<file path="src/design/src_cfg.svh">
// register offsets, field positions, reset values and frame counts of the readout config bank
`ifndef SRC_CFG_SVH
`define SRC_CFG_SVH

`define SRC_AW               9
`define SRC_DW               16

`define SRC_ADDR_MODE        9'h0c0
`define SRC_ADDR_RSVD_C1     9'h0c1
`define SRC_ADDR_INTEG       9'h0c2
`define SRC_ADDR_WIN_LO      9'h0c3
`define SRC_ADDR_WIN_HI      9'h0c4
`define SRC_ADDR_DARK        9'h0c5
`define SRC_ADDR_SPARE_C6    9'h0c6
`define SRC_ADDR_SCALE       9'h0c7
`define SRC_ADDR_PERIOD      9'h0c8
`define SRC_ADDR_INTEG_TIME  9'h0c9
`define SRC_ADDR_SPARE_CA    9'h0ca
`define SRC_ADDR_SPARE_CB    9'h0cb
`define SRC_ADDR_AMP         9'h0cc

`define SRC_RST_MODE         16'h0000
`define SRC_RST_INTEG        16'h00e4
`define SRC_RST_WIN_LO       16'h0001
`define SRC_RST_WIN_HI       16'h0000
`define SRC_RST_DARK         16'h0102
`define SRC_RST_SCALE        16'h0001
`define SRC_RST_PERIOD       16'h0000
`define SRC_RST_INTEG_TIME   16'h0000
`define SRC_RST_AMP          16'h01e3
`define SRC_RST_DARK_ROWS    8'h02
`define SRC_RST_BLANK        5'h01
`define SRC_RST_MEAN         1'b1

`define SRC_MASK_DARK        16'h1fff

`define SRC_SKIP_EN_BIT      7
`define SRC_MERGE_EN_BIT     8
`define SRC_SKIP_AXIS_LSB    10
`define SRC_MERGE_AXIS_LSB   12
`define SRC_PERIOD_MEAN_BIT  2
`define SRC_DARK_LSB         0
`define SRC_DARK_MSB         7
`define SRC_BLANK_LSB        8
`define SRC_BLANK_MSB        12

`define SRC_HEAD_LAST        5'h09
`define SRC_DATA_LAST        5'h0f
`define SRC_SYNC_RST         3'h2

`endif

</file>
<file path="src/design/src_pkg.sv">
// types shared by the readout config bank
package src_pkg;
	typedef enum logic [1:0] {
		SRC_AXIS_BOTH   = 2'h0,
		SRC_AXIS_X_ONLY = 2'h1,
		SRC_AXIS_Y_ONLY = 2'h2,
		SRC_AXIS_BOTH3  = 2'h3
	} src_axis_e;

	typedef enum logic [2:0] {
		SRC_SPI_IDLE  = 3'h0,
		SRC_SPI_HEAD  = 3'h1,
		SRC_SPI_WDATA = 3'h2,
		SRC_SPI_RDATA = 3'h3,
		SRC_SPI_DONE  = 3'h4
	} src_spi_st_e;
endpackage

</file>
<file path="src/design/src_sync.sv">
// two-flop synchroniser for pin inputs
`timescale 1ns/100ps
module src_sync #(
	parameter int          WIDTH   = 3,
	parameter [WIDTH-1:0]  RST_VAL = '0
) (
	input  wire logic             core_clk,
	input  wire logic             rst_b,
	input  wire logic [WIDTH-1:0] din,
	output logic      [WIDTH-1:0] dout
);
	logic [WIDTH-1:0] meta_r;

	always_ff @(posedge core_clk or negedge rst_b) begin
		if (!rst_b) begin
			meta_r <= RST_VAL;
			dout   <= RST_VAL;
		end else begin
			meta_r <= din;
			dout   <= meta_r;
		end
	end
endmodule

</file>
<file path="src/design/src_spi_frame.sv">
// serial config port: oversampled frame engine, 9 address bits, write flag, 16 data bits, msb first
`timescale 1ns/100ps
`include "src_cfg.svh"
module src_spi_frame (
	input  wire logic                core_clk,
	input  wire logic                rst_b,
	input  wire logic                spi_sclk,
	input  wire logic                spi_ss_b,
	input  wire logic                spi_mosi,
	input  wire logic [`SRC_DW-1:0]  rd_data,
	output logic                     spi_miso,
	output logic                     spi_miso_oe_b,
	output logic                     wr_stb,
	output logic                     rd_req,
	output logic [`SRC_AW-1:0]       acc_addr,
	output logic [`SRC_DW-1:0]       wr_data
);
	logic [2:0]              pins_s;
	logic                    sclk_s, ss_s, mosi_s;
	logic                    sclk_d_r, rise, fall;
	src_pkg::src_spi_st_e    st_r;
	logic [4:0]              cnt_r;
	logic [`SRC_AW-1:0]      hdr_r;
	logic [`SRC_DW-1:0]      dat_r;
	logic [`SRC_DW-1:0]      sh_r;
	logic                    ld_pend_r;

	src_sync #(.WIDTH(3), .RST_VAL(`SRC_SYNC_RST)) u_sync (
		.core_clk (core_clk),
		.rst_b    (rst_b),
		.din      ({spi_sclk, spi_ss_b, spi_mosi}),
		.dout     (pins_s)
	);

	assign sclk_s = pins_s[2];
	assign ss_s   = pins_s[1];
	assign mosi_s = pins_s[0];
	assign rise   = sclk_s & ~sclk_d_r;
	assign fall   = ~sclk_s & sclk_d_r;

	always_ff @(posedge core_clk or negedge rst_b) begin
		if (!rst_b)
			sclk_d_r <= 1'b0;
		else
			sclk_d_r <= sclk_s;
	end

	// frame sequencing; deselect aborts any frame
	always_ff @(posedge core_clk or negedge rst_b) begin
		if (!rst_b) begin
			st_r     <= src_pkg::SRC_SPI_IDLE;
			cnt_r    <= 5'h00;
			hdr_r    <= '0;
			dat_r    <= '0;
			acc_addr <= '0;
			wr_data  <= '0;
			wr_stb   <= 1'b0;
			rd_req   <= 1'b0;
		end else begin
			wr_stb <= 1'b0;
			rd_req <= 1'b0;
			if (ss_s) begin
				st_r  <= src_pkg::SRC_SPI_IDLE;
				cnt_r <= 5'h00;
			end else begin
				case (st_r)
					src_pkg::SRC_SPI_IDLE: begin
						st_r  <= src_pkg::SRC_SPI_HEAD;
						cnt_r <= 5'h00;
					end
					src_pkg::SRC_SPI_HEAD: if (rise) begin
						cnt_r <= cnt_r + 5'h01;
						hdr_r <= {hdr_r[`SRC_AW-2:0], mosi_s};
						if (cnt_r == `SRC_HEAD_LAST) begin
							cnt_r    <= 5'h00;
							acc_addr <= hdr_r;
							rd_req   <= ~mosi_s;
							st_r     <= mosi_s ? src_pkg::SRC_SPI_WDATA : src_pkg::SRC_SPI_RDATA;
						end
					end
					src_pkg::SRC_SPI_WDATA: if (rise) begin
						cnt_r <= cnt_r + 5'h01;
						dat_r <= {dat_r[`SRC_DW-2:0], mosi_s};
						if (cnt_r == `SRC_DATA_LAST) begin
							wr_data <= {dat_r[`SRC_DW-2:0], mosi_s};
							wr_stb  <= 1'b1;
							st_r    <= src_pkg::SRC_SPI_DONE;
						end
					end
					src_pkg::SRC_SPI_RDATA: if (rise) begin
						cnt_r <= cnt_r + 5'h01;
						if (cnt_r == `SRC_DATA_LAST)
							st_r <= src_pkg::SRC_SPI_DONE;
					end
					src_pkg::SRC_SPI_DONE: st_r <= src_pkg::SRC_SPI_DONE;
					default: st_r <= src_pkg::SRC_SPI_IDLE;
				endcase
			end
		end
	end

	// read data: loaded two cycles after the request, shifted out on falling sclk
	always_ff @(posedge core_clk or negedge rst_b) begin
		if (!rst_b) begin
			ld_pend_r     <= 1'b0;
			sh_r          <= '0;
			spi_miso      <= 1'b0;
			spi_miso_oe_b <= 1'b1;
		end else begin
			ld_pend_r <= rd_req;
			if (ld_pend_r)
				sh_r <= rd_data;
			else if (fall && st_r == src_pkg::SRC_SPI_RDATA) begin
				spi_miso <= sh_r[`SRC_DW-1];
				sh_r     <= {sh_r[`SRC_DW-2:0], 1'b0};
			end
			spi_miso_oe_b <= ~(~ss_s && st_r == src_pkg::SRC_SPI_RDATA);
		end
	end
endmodule

</file>
<file path="src/design/src_regs.sv">
// readout configuration register bank behind the serial config port
//
// Overview of operation
// - With skipping on, skip axis code 0 or 3 skips both axes, 1 only horizontal, 2 only vertical.
// - With merging on, merge axis code 0 or 3 merges both axes, 1 only horizontal, 2 only vertical.
// - Low window mask bit n enables readout window n, and only window 0 is on after reset.
// - High window mask bit n enables readout window 16+n, and all of them are off after reset.
// - An 8-bit field gives the dark reference row count, legal 1 to 255, reset 2.
// - A 5-bit field blanks that many leading rows, 0 blanking none, reset 1.
// - A 16-bit scale sets the timing unit in clock periods for integration and reset length, reset 1.
// - The period register, in timing units, is the reset length when the meaning bit is 0, else the frame length.
// - The period meaning bit selects reset length (0) or frame length (1) and resets to 1.
// - The skip enable bit turns skipping on, and the skip axis field acts only while it is set.
// - The merge enable bit turns merging on, and the merge axis field acts only while it is set.
`timescale 1ns/100ps
`include "src_cfg.svh"
module src_regs (
	input  wire logic        core_clk,
	input  wire logic        rst_b,
	input  wire logic        spi_sclk,
	input  wire logic        spi_ss_b,
	input  wire logic        spi_mosi,
	output logic             spi_miso,
	output logic             spi_miso_oe_b,
	output logic             skip_x_en,
	output logic             skip_y_en,
	output logic             merge_x_en,
	output logic             merge_y_en,
	output logic [31:0]      window_enable,
	output logic [7:0]       dark_row_count,
	output logic [4:0]       leading_blank_rows,
	output logic [15:0]      timing_unit_scale,
	output logic             period_length_meaning,
	output logic [15:0]      reset_length,
	output logic [15:0]      frame_length,
	output logic [15:0]      integration_time,
	output logic [15:0]      analog_amp_setup,
	output logic             unit_tick
);
	logic                    wr_stb;
	logic                    rd_req;
	logic [`SRC_AW-1:0]      acc_addr;
	logic [`SRC_DW-1:0]      wr_data;
	logic [`SRC_DW-1:0]      rd_data_r;
	logic [15:0]             mode_r;
	logic [15:0]             integ_r;
	logic [15:0]             window_enable_low;
	logic [15:0]             window_enable_high;
	logic [15:0]             dark_row_config;
	logic [15:0]             timing_unit_scale_r;
	logic [15:0]             period_length_setting;
	logic [15:0]             integration_time_setting;
	logic [15:0]             analog_amp_setup_r;
	logic [15:0]             unit_cnt_r;
	logic [15:0]             unit_last;
	src_pkg::src_axis_e      skip_axis, merge_axis;

	function automatic logic axis_has_x(input src_pkg::src_axis_e code);
		return code != src_pkg::SRC_AXIS_Y_ONLY;
	endfunction

	function automatic logic axis_has_y(input src_pkg::src_axis_e code);
		return code != src_pkg::SRC_AXIS_X_ONLY;
	endfunction

	src_spi_frame u_frame (
		.core_clk      (core_clk),
		.rst_b         (rst_b),
		.spi_sclk      (spi_sclk),
		.spi_ss_b      (spi_ss_b),
		.spi_mosi      (spi_mosi),
		.rd_data       (rd_data_r),
		.spi_miso      (spi_miso),
		.spi_miso_oe_b (spi_miso_oe_b),
		.wr_stb        (wr_stb),
		.rd_req        (rd_req),
		.acc_addr      (acc_addr),
		.wr_data       (wr_data)
	);

	// register writes; reserved addresses ignore writes
	always_ff @(posedge core_clk or negedge rst_b) begin
		if (!rst_b) begin
			mode_r                   <= `SRC_RST_MODE;
			integ_r                  <= `SRC_RST_INTEG;
			window_enable_low        <= `SRC_RST_WIN_LO;
			window_enable_high       <= `SRC_RST_WIN_HI;
			dark_row_config          <= `SRC_RST_DARK;
			timing_unit_scale_r      <= `SRC_RST_SCALE;
			period_length_setting    <= `SRC_RST_PERIOD;
			integration_time_setting <= `SRC_RST_INTEG_TIME;
			analog_amp_setup_r       <= `SRC_RST_AMP;
		end else if (wr_stb) begin
			case (acc_addr)
				`SRC_ADDR_MODE:       mode_r <= wr_data;
				`SRC_ADDR_INTEG:      integ_r <= wr_data;
				`SRC_ADDR_WIN_LO:     window_enable_low <= wr_data;
				`SRC_ADDR_WIN_HI:     window_enable_high <= wr_data;
				`SRC_ADDR_DARK:       dark_row_config <= wr_data & `SRC_MASK_DARK;
				`SRC_ADDR_SCALE:      timing_unit_scale_r <= wr_data;
				`SRC_ADDR_PERIOD:     period_length_setting <= wr_data;
				`SRC_ADDR_INTEG_TIME: integration_time_setting <= wr_data;
				`SRC_ADDR_AMP:        analog_amp_setup_r <= wr_data;
				default:              mode_r <= mode_r;
			endcase
		end
	end

	// read mux; reserved and unmapped addresses read zero
	always_ff @(posedge core_clk or negedge rst_b) begin
		if (!rst_b)
			rd_data_r <= '0;
		else if (rd_req) begin
			case (acc_addr)
				`SRC_ADDR_MODE:       rd_data_r <= mode_r;
				`SRC_ADDR_INTEG:      rd_data_r <= integ_r;
				`SRC_ADDR_WIN_LO:     rd_data_r <= window_enable_low;
				`SRC_ADDR_WIN_HI:     rd_data_r <= window_enable_high;
				`SRC_ADDR_DARK:       rd_data_r <= dark_row_config;
				`SRC_ADDR_SCALE:      rd_data_r <= timing_unit_scale_r;
				`SRC_ADDR_PERIOD:     rd_data_r <= period_length_setting;
				`SRC_ADDR_INTEG_TIME: rd_data_r <= integration_time_setting;
				`SRC_ADDR_AMP:        rd_data_r <= analog_amp_setup_r;
				default:              rd_data_r <= '0;
			endcase
		end
	end

	assign skip_axis  = src_pkg::src_axis_e'(mode_r[`SRC_SKIP_AXIS_LSB +: 2]);
	assign merge_axis = src_pkg::src_axis_e'(mode_r[`SRC_MERGE_AXIS_LSB +: 2]);

	// decoded skip and merge axes
	always_ff @(posedge core_clk or negedge rst_b) begin
		if (!rst_b) begin
			skip_x_en  <= 1'b0;
			skip_y_en  <= 1'b0;
			merge_x_en <= 1'b0;
			merge_y_en <= 1'b0;
		end else begin
			skip_x_en  <= mode_r[`SRC_SKIP_EN_BIT] & axis_has_x(skip_axis);
			skip_y_en  <= mode_r[`SRC_SKIP_EN_BIT] & axis_has_y(skip_axis);
			merge_x_en <= mode_r[`SRC_MERGE_EN_BIT] & axis_has_x(merge_axis);
			merge_y_en <= mode_r[`SRC_MERGE_EN_BIT] & axis_has_y(merge_axis);
		end
	end

	// windows, row counts and timing settings
	always_ff @(posedge core_clk or negedge rst_b) begin
		if (!rst_b) begin
			window_enable         <= {`SRC_RST_WIN_HI, `SRC_RST_WIN_LO};
			dark_row_count        <= `SRC_RST_DARK_ROWS;
			leading_blank_rows    <= `SRC_RST_BLANK;
			timing_unit_scale     <= `SRC_RST_SCALE;
			period_length_meaning <= `SRC_RST_MEAN;
			reset_length          <= 16'h0000;
			frame_length          <= `SRC_RST_PERIOD;
			integration_time      <= `SRC_RST_INTEG_TIME;
			analog_amp_setup      <= `SRC_RST_AMP;
		end else begin
			window_enable         <= {window_enable_high, window_enable_low};
			dark_row_count        <= dark_row_config[`SRC_DARK_MSB:`SRC_DARK_LSB];
			leading_blank_rows    <= dark_row_config[`SRC_BLANK_MSB:`SRC_BLANK_LSB];
			timing_unit_scale     <= timing_unit_scale_r;
			period_length_meaning <= integ_r[`SRC_PERIOD_MEAN_BIT];
			reset_length          <= integ_r[`SRC_PERIOD_MEAN_BIT] ? 16'h0000 : period_length_setting;
			frame_length          <= integ_r[`SRC_PERIOD_MEAN_BIT] ? period_length_setting : 16'h0000;
			integration_time      <= integration_time_setting;
			analog_amp_setup      <= analog_amp_setup_r;
		end
	end

	// timing unit: one tick every scale clocks, a scale of zero acts as one
	assign unit_last = (timing_unit_scale_r == 16'h0000) ? 16'h0000 : timing_unit_scale_r - 16'h0001;

	always_ff @(posedge core_clk or negedge rst_b) begin
		if (!rst_b) begin
			unit_cnt_r <= 16'h0000;
			unit_tick  <= 1'b0;
		end else if (unit_cnt_r >= unit_last) begin
			unit_cnt_r <= 16'h0000;
			unit_tick  <= 1'b1;
		end else begin
			unit_cnt_r <= unit_cnt_r + 16'h0001;
			unit_tick  <= 1'b0;
		end
	end

	// helper state for the checks below
	logic        first_r;
	logic [16:0] gap_r;
	logic        scale_moved_r;

	always_ff @(posedge core_clk or negedge rst_b) begin
		if (!rst_b) begin
			first_r       <= 1'b1;
			gap_r         <= 17'h00000;
			scale_moved_r <= 1'b1;
		end else begin
			first_r <= 1'b0;
			gap_r   <= unit_tick ? 17'h00001 : gap_r + 17'h00001;
			if (wr_stb && acc_addr == `SRC_ADDR_SCALE)
				scale_moved_r <= 1'b1;
			else if (unit_tick)
				scale_moved_r <= 1'b0;
		end
	end
endmodule

</file>
<file path="config.mk">
export PLATFORM = sky130hd
export DESIGN_NAME = src_regs
export DESIGN_NICKNAME = d
export VERILOG_FILES = /design/src/design/src_pkg.sv /design/src/design/src_sync.sv /design/src/design/src_spi_frame.sv /design/src/design/src_regs.sv
export VERILOG_INCLUDE_DIRS = /design/src /design/src/design
export SDC_FILE = /design/constraint.sdc
export NUM_CORES = 1
export LEC_CHECK = 0
export ABC_AREA = 1
export ABC_CLOCK_PERIOD_IN_PS = 2800
export BUFFER_PORTS_ARGS = -buffer_cell sky130_fd_sc_hd__buf_2
export CORE_AREA = 10 10 145 247
export CTS_CLUSTER_SIZE = 28
export DETAILED_ROUTE_END_ITERATION = 8
export DIE_AREA = 0 0 155 257
export PLACE_DENSITY = 0.79
export SYNTH_ARGS = -nofsm -noshare
export SYNTH_HDL_FRONTEND = slang
export SYNTH_SLANG_ARGS = --single-unit
</file>
<file path="constraint.sdc">
create_clock -name core_clk -period 2.8 [get_ports core_clk]
set_input_delay 0.28 -clock core_clk [delete_from_list [all_inputs] [get_ports core_clk]]
set_output_delay 0.28 -clock core_clk [all_outputs]
set_load 0.01 [all_outputs]
</file>
; Yosys cells after proc, flatten, opt, wreduce, memory -nomap -nowiden
; Cells that the tools add are included.
[word_totals]
ff_bits = 389
latch_bits = 0
ramBits = 0
rom_bits = 0
output_inout_bits = 133
wordCells = 130
memories = 0
[op_classes]
addsub = 3
n_mul = 0
div_mod_pow = 0
order_cmp = 1
n_eq_ne = 23
shifts = 0
mux = 28
bitwise_logic = 12
reduce_logical = 23
[ops]
columns = cell, count
row1 = 16-bit case mux with 9 select lines, 1
row2 = 16-bit two-way mux, 6
row3 = 9-bit by 8-bit equality test with 1-bit output (second input constant), 9
row4 = 5-bit two-way mux, 4
row5 = 2-bit AND reduction, 10
row6 = 16-bit by 1-bit adder with 16-bit output (second input constant), 1
row7 = 16-bit >= comparator, 1
row8 = 16-bit logical NOT, 1
row9 = 16-bit by 1-bit subtractor with 16-bit output (second input constant), 1
row10 = 3-bit two-way mux, 5
row11 = 5-bit case mux with 3 select lines, 1
row12 = 3-bit case mux with 4 select lines, 1
row13 = 4-bit AND reduction, 3
row14 = 5-bit by 4-bit equality test with 1-bit output (second input constant), 2
row15 = 1-bit two-way mux, 10
row16 = 3-bit AND reduction, 3
row17 = 1-bit AND, 6
row18 = 3-bit by 2-bit equality test with 1-bit output (second input constant), 2
row19 = 3-bit by 1-bit != test with 1-bit output (second input constant), 2
row20 = 3-bit by 2-bit != test with 1-bit output (second input constant), 2
row21 = 1-bit NOT, 6
row22 = 5-bit by 1-bit adder with 5-bit output (second input constant), 1
row23 = 2-bit by 1-bit != test with 1-bit output (second input constant), 2
row24 = 2-bit != test (second input constant), 2
row25 = other kinds (7), 8

; Logic depth before layout (Yosys ltp)
[logic_depth]
word_depth = 5
depth_mapped = 18
depth_no_buf = 17

; Hierarchy
; A second synthesis with hierarchy kept.
[unflattened]
hier_cells = 1707
hier_area_um2 = 15843.9
[modules_own_cells]
columns = module, instances, cells_per_inst, area_per_inst_um2, seq_area_each_um2
row1 = src_regs, 1, 1320, 12299.3, 7638.6
row2 = src_spi_frame, 1, 381, 3392.0, 1978.1
row3 = src_sync, 1, 6, 152.6, 152.6

; Least setup slack after synthesis
; OpenSTA, ideal clock, no wires.
[synth_path]
path_type = reg2reg
from = register timing_unit_scale_r[0]
to = register unit_cnt_r[7]
setup_time_ns = 0.120
arrival_time_ns = 2.485
t_required_ns = 2.680
setup_slack_ns = 0.195
path_stages_with_launch = 15
n_path_buf = 2
cell_sequence = dfstp_2 > inv_1 > ha_1 > nand4_1 > clkbuf_1 > nand3_1 > ha_1 > nand2_1 > inv_1 > nand3_1 > nor3_1 > nand2_1 > nand3_1 > buf_2 > nor2_1
[synth_between]
elab_chain_len = 4
word_cells_on_any_way = 5
[synth_lines]
columns = element, line_no
row1 = from (decl), src_regs.sv:50  ; logic [15:0] timing_unit_scale_r;
row2 = from (signal assigned), src_regs.sv:89  ; timing_unit_scale_r <= `SRC_RST_SCALE;
row3 = from (signal assigned), src_regs.sv:100  ; `SRC_ADDR_SCALE: timing_unit_scale_r <= wr_data;
row4 = 16-bit by 1-bit subtractor with 16-bit output / 16-bit logical NOT (equally long branches), src_regs.sv:173  ; assign unit_last = (timing_unit_scale_r == 16'h0000) ? 16'h0000 : timing_unit_scale_r - 16'h0001;
row5 = 16-bit two-way mux *, src_regs.sv:173
row6 = 16-bit >= comparator *, src_regs.sv:179  ; end else if (unit_cnt_r >= unit_last) begin
row7 = 16-bit two-way mux *, src_regs.sv:179
row8 = to (signal assigned), src_regs.sv:183  ; unit_cnt_r <= unit_cnt_r + 16'h0001;
row9 = to (decl), src_regs.sv:54  ; logic [15:0] unit_cnt_r;
; Mark *: on every way between the ends. The rest lies on a longest branch, timed or not.
; A chain may end at the register's enable or synchronous reset.

; Worst setup path after layout
[layout_path]
from = register timing_unit_scale_r[0]
to = register unit_cnt_r[12]
; Same word-level chain as after synthesis.

==> metrics.cfg <==
[status]
status=finished, final reports clean

[setup_path]
end_kind=flip-flop
start_kind=flip-flop
required_ns=3.20
crit_type=reg -> reg
critPathMaxStageDelay_ns=0.55
cpMostUsedCell=nand2_1
cp_slowest_cell=dfstp_2
crit_chain=inv_1 > ha_1 > nand2_1 > inv_1 > nand2_2 > xnor2_1 > nand2_1 > ha_1 > nand4_1 > nor3_1 > nand2_1 > nand3_1 > buf_12 > nor2_1
critPathMaxFanout=17
crit_arrival_ns=3.01

[timing]
setup-violations-final=0
hold_violations=0
period_needed_ns=2.60
relSlewSlack=0.537
fin_setup_tns_ns=0
fin_crit_sh=0.930
finalMaxSlewViolations=0
worst_pin_slew_ns=0.694
clock_skew_ns=0.0170
max_clock_freq_mhz=384
fin_ws_ns=0.197

[yosys]
synth_top_family_by_area=simple AND/OR/NAND/NOR gates
synth_cells=1669
ys_seq_area_frac=0.626
yosysWarnings=0
yosys_register_bits=389
synth_compound_area_frac=0.0780
synth_area_um2=15600
syn_nets=1696
avgSynthCellArea_um2=9.35
muxShareOfSynthArea=0
yosys.area_share.simple=0.208
ys.flop_type=dfrtp_1
synth_adder_area_share=0.0176
synth_xor_area_frac=0.0118
ys_types=38
async_reset_ff_frac=1.00
synth_edf_count=0

[floorplanning]
rows=86
die_h_um=257
initial_utilization=0.495
die_w_um=155
core_area_um2=31500
io_pins=138
dieArea_um2=39800

[finish]
syn2layout_area_growth_pct=16.5
antenna_cells=0
final_util=0.577
fin_nets=1849
fin_area_um2=18200
drive_above_1_share=0.160

[clock_network]
htreeDepth=2
numCtsBuffers=36
root_buffer=clkbuf_16
cts.sinks=389
insertion_delay_ns=0.53
clockBufferDepth=3
clkTransAtPathRegs_ns=0.07
cts_tree=yes

[routing]
drt_iter0_markers=934
antenna_left=0
wl_um=43000
wl_per_cell_um=19.2
drtPass1Iterations=5
drc_errors=0
vias=12000
routed_via_density=5.34

[power]
p_comb_frac=0.075
power_frac_seq=0.493
power.total_mw=11.9
clockPowerShare=0.432
power.density_nw_per_um2=653
cellLeakagePower_nw=9.13
power.switching_mw=2.91
ir_worst_vdd_mv=0.903
intPower_mw=8.95
power_switching_share=0.245

[placement]
hpwl_um=31200
io_buffers=137
place.gp.congestion=0.914
post-place-ws_ns=-0.0106
dpl_cell_area_um2=16900

[worst_hold_path]
hold_class=in -> async

[global_routing]
grt_pass1_wl_um=66700
grt_start_max_net_pins=80
grt.overflow.total=0
antenna_found_initial=0
grt_usage=0.214
grt_pass1_vias=12000

[job]
maxCapViolCount=0

[worst max-delay path, delay by kind of cell (launching register included)]
kind	cells	cell delay (ns)
XOR/XNOR	1	0.13
adder cells (fa/ha/maj)	2	0.53
buffers and inverters	3	0.35
flip-flops	1	0.55
AND/OR/NAND/NOR	8	0.92
[metrics by stage]
| stage | cells | hold WS (ns) |
|---|---|---|
| 2_1_floorplan | 1669 | -0.0156 |
| 4_1_cts | 2242 | 0.344 |
| 3_5_place_dp | 2175 | 0.309 |
| 6_report | 2243 | 0.321 |
| 5_1_grt | 2243 | 0.359 |
| 3_3_place_gp | 2175 | 0.308 |
[path summary, 6_finish.rpt]
path                       slack (ns)  depth (start not counted)                  endpoint                      from
max in group asynchronous        1.61                          3  u_frame.u_sync.meta_r[1]                     rst_b
min in group core_clk            0.35                          0    u_frame.u_sync.dout[0]  u_frame.u_sync.meta_r[0]
hold / removal                   0.32                          2          reset_length[12]                     rst_b
setup / recovery                 0.20                         14            unit_cnt_r[12]    timing_unit_scale_r[0]
setup reg to reg                 0.20                         14            unit_cnt_r[12]    timing_unit_scale_r[0]
hold reg to reg                  0.35                          0    u_frame.u_sync.dout[0]  u_frame.u_sync.meta_r[0]
[registers in the layout, summed over array words and instances, names as in the netlist, 8 cells and up]
signal and count:
u_frame.sh_r 16, u_frame.hdr_r 9, dark_row_config 13, frame_length 16, analog_amp_setup 16, window_enable_low 16, integ_r 16, timing_unit_scale 16
rd_data_r 16, unit_cnt_r 16, timing_unit_scale_r 16, u_frame.acc_addr 9, period_length_setting 16, u_frame.wr_data 16, integration_time 16, integration_time_setting 16
window_enable 32, dark_row_count 8, u_frame.dat_r 15, reset_length 16, mode_r 16, analog_amp_setup_r 16, window_enable_high 16
[logic make-up (layout without fill, tap and decap cells)]
logic type                 Yosys count  count (layout)
adders and majority gates           22              22
AOI/OAI and AO/OA                  234             234
buffers and inverters              235             413
DFF                                389             389
and+or+nand+nor                    768             768
xor gates and xnor gates            21              21
[layer usage]
layer	global-route usage	up-vias	routed length, um
met5	0	-	0
li1	-	5624	-
met1	0.226	5792	15000
met4	0.154	0	3330
met3	0.0334	120	2490
met2	0.375	433	22200
[power by group through the flow]
stage                     clock (mW)  sequential [mW]  combinational (mW)
after floorplan                    0             5.89               0.583
after global placement             0             5.94               0.849
after detailed placement           0             5.95               0.875
after CTS                       5.21             5.84               0.887
after global routing            5.43             5.86               0.989
final                           5.13             5.85               0.888
[Yosys cell counts (all sizes together), types with 5 or more instances]
cell	instances	area [um2]
dfstp	28	736
o211ai	9	67.6
nand4	20	131
clkbuf	39	146
or2	7	43.8
buf	24	133
nor3	17	101
dfrtp	361	9030
nand3	126	653
o21ai	187	936
nor2	172	681
ha	22	275
inv	172	646
xnor2	5	43.8
a21oi	31	155
o221ai	5	43.8
nand2	419	1580
xor2	16	140
[layout make-up]
class / count / area (um2)
flip-flops and latches: 389 / 9770
clock inverters: 16 / 224
inverters: 172 / 646
fillers: 2606 / 13300
clock buffers: 47 / 1010
well taps: 396 / 495
repair buffers: 178 / 1090
multi-input cells: 1045 / 4940
[layout by cell type, fill, tap and decap left out, types with 22 or more instances in the layout]
cell	netlist	layout
dfrtp_1	361	360
clkbuf_16	0	37
nor2_1	164	162
nand3_1	123	122
buf_4	6	31
nand2_1	415	413
dfstp_2	28	28
o21ai_0	183	183
inv_1	167	167
buf_2	16	136
ha_1	22	22
a21oi_1	31	31
[repair_timing]
action / 4_1_cts / 5_1_grt
hold buffers: 4 / 0
pin swaps: 0 / 2
resized for setup: 1 / 7
buffers inserted: 0 / 1
endpoints found under the setup margin: 16 / 17
hold endpoints to repair: 68 / 0
(Power assumes the default switching activity.)
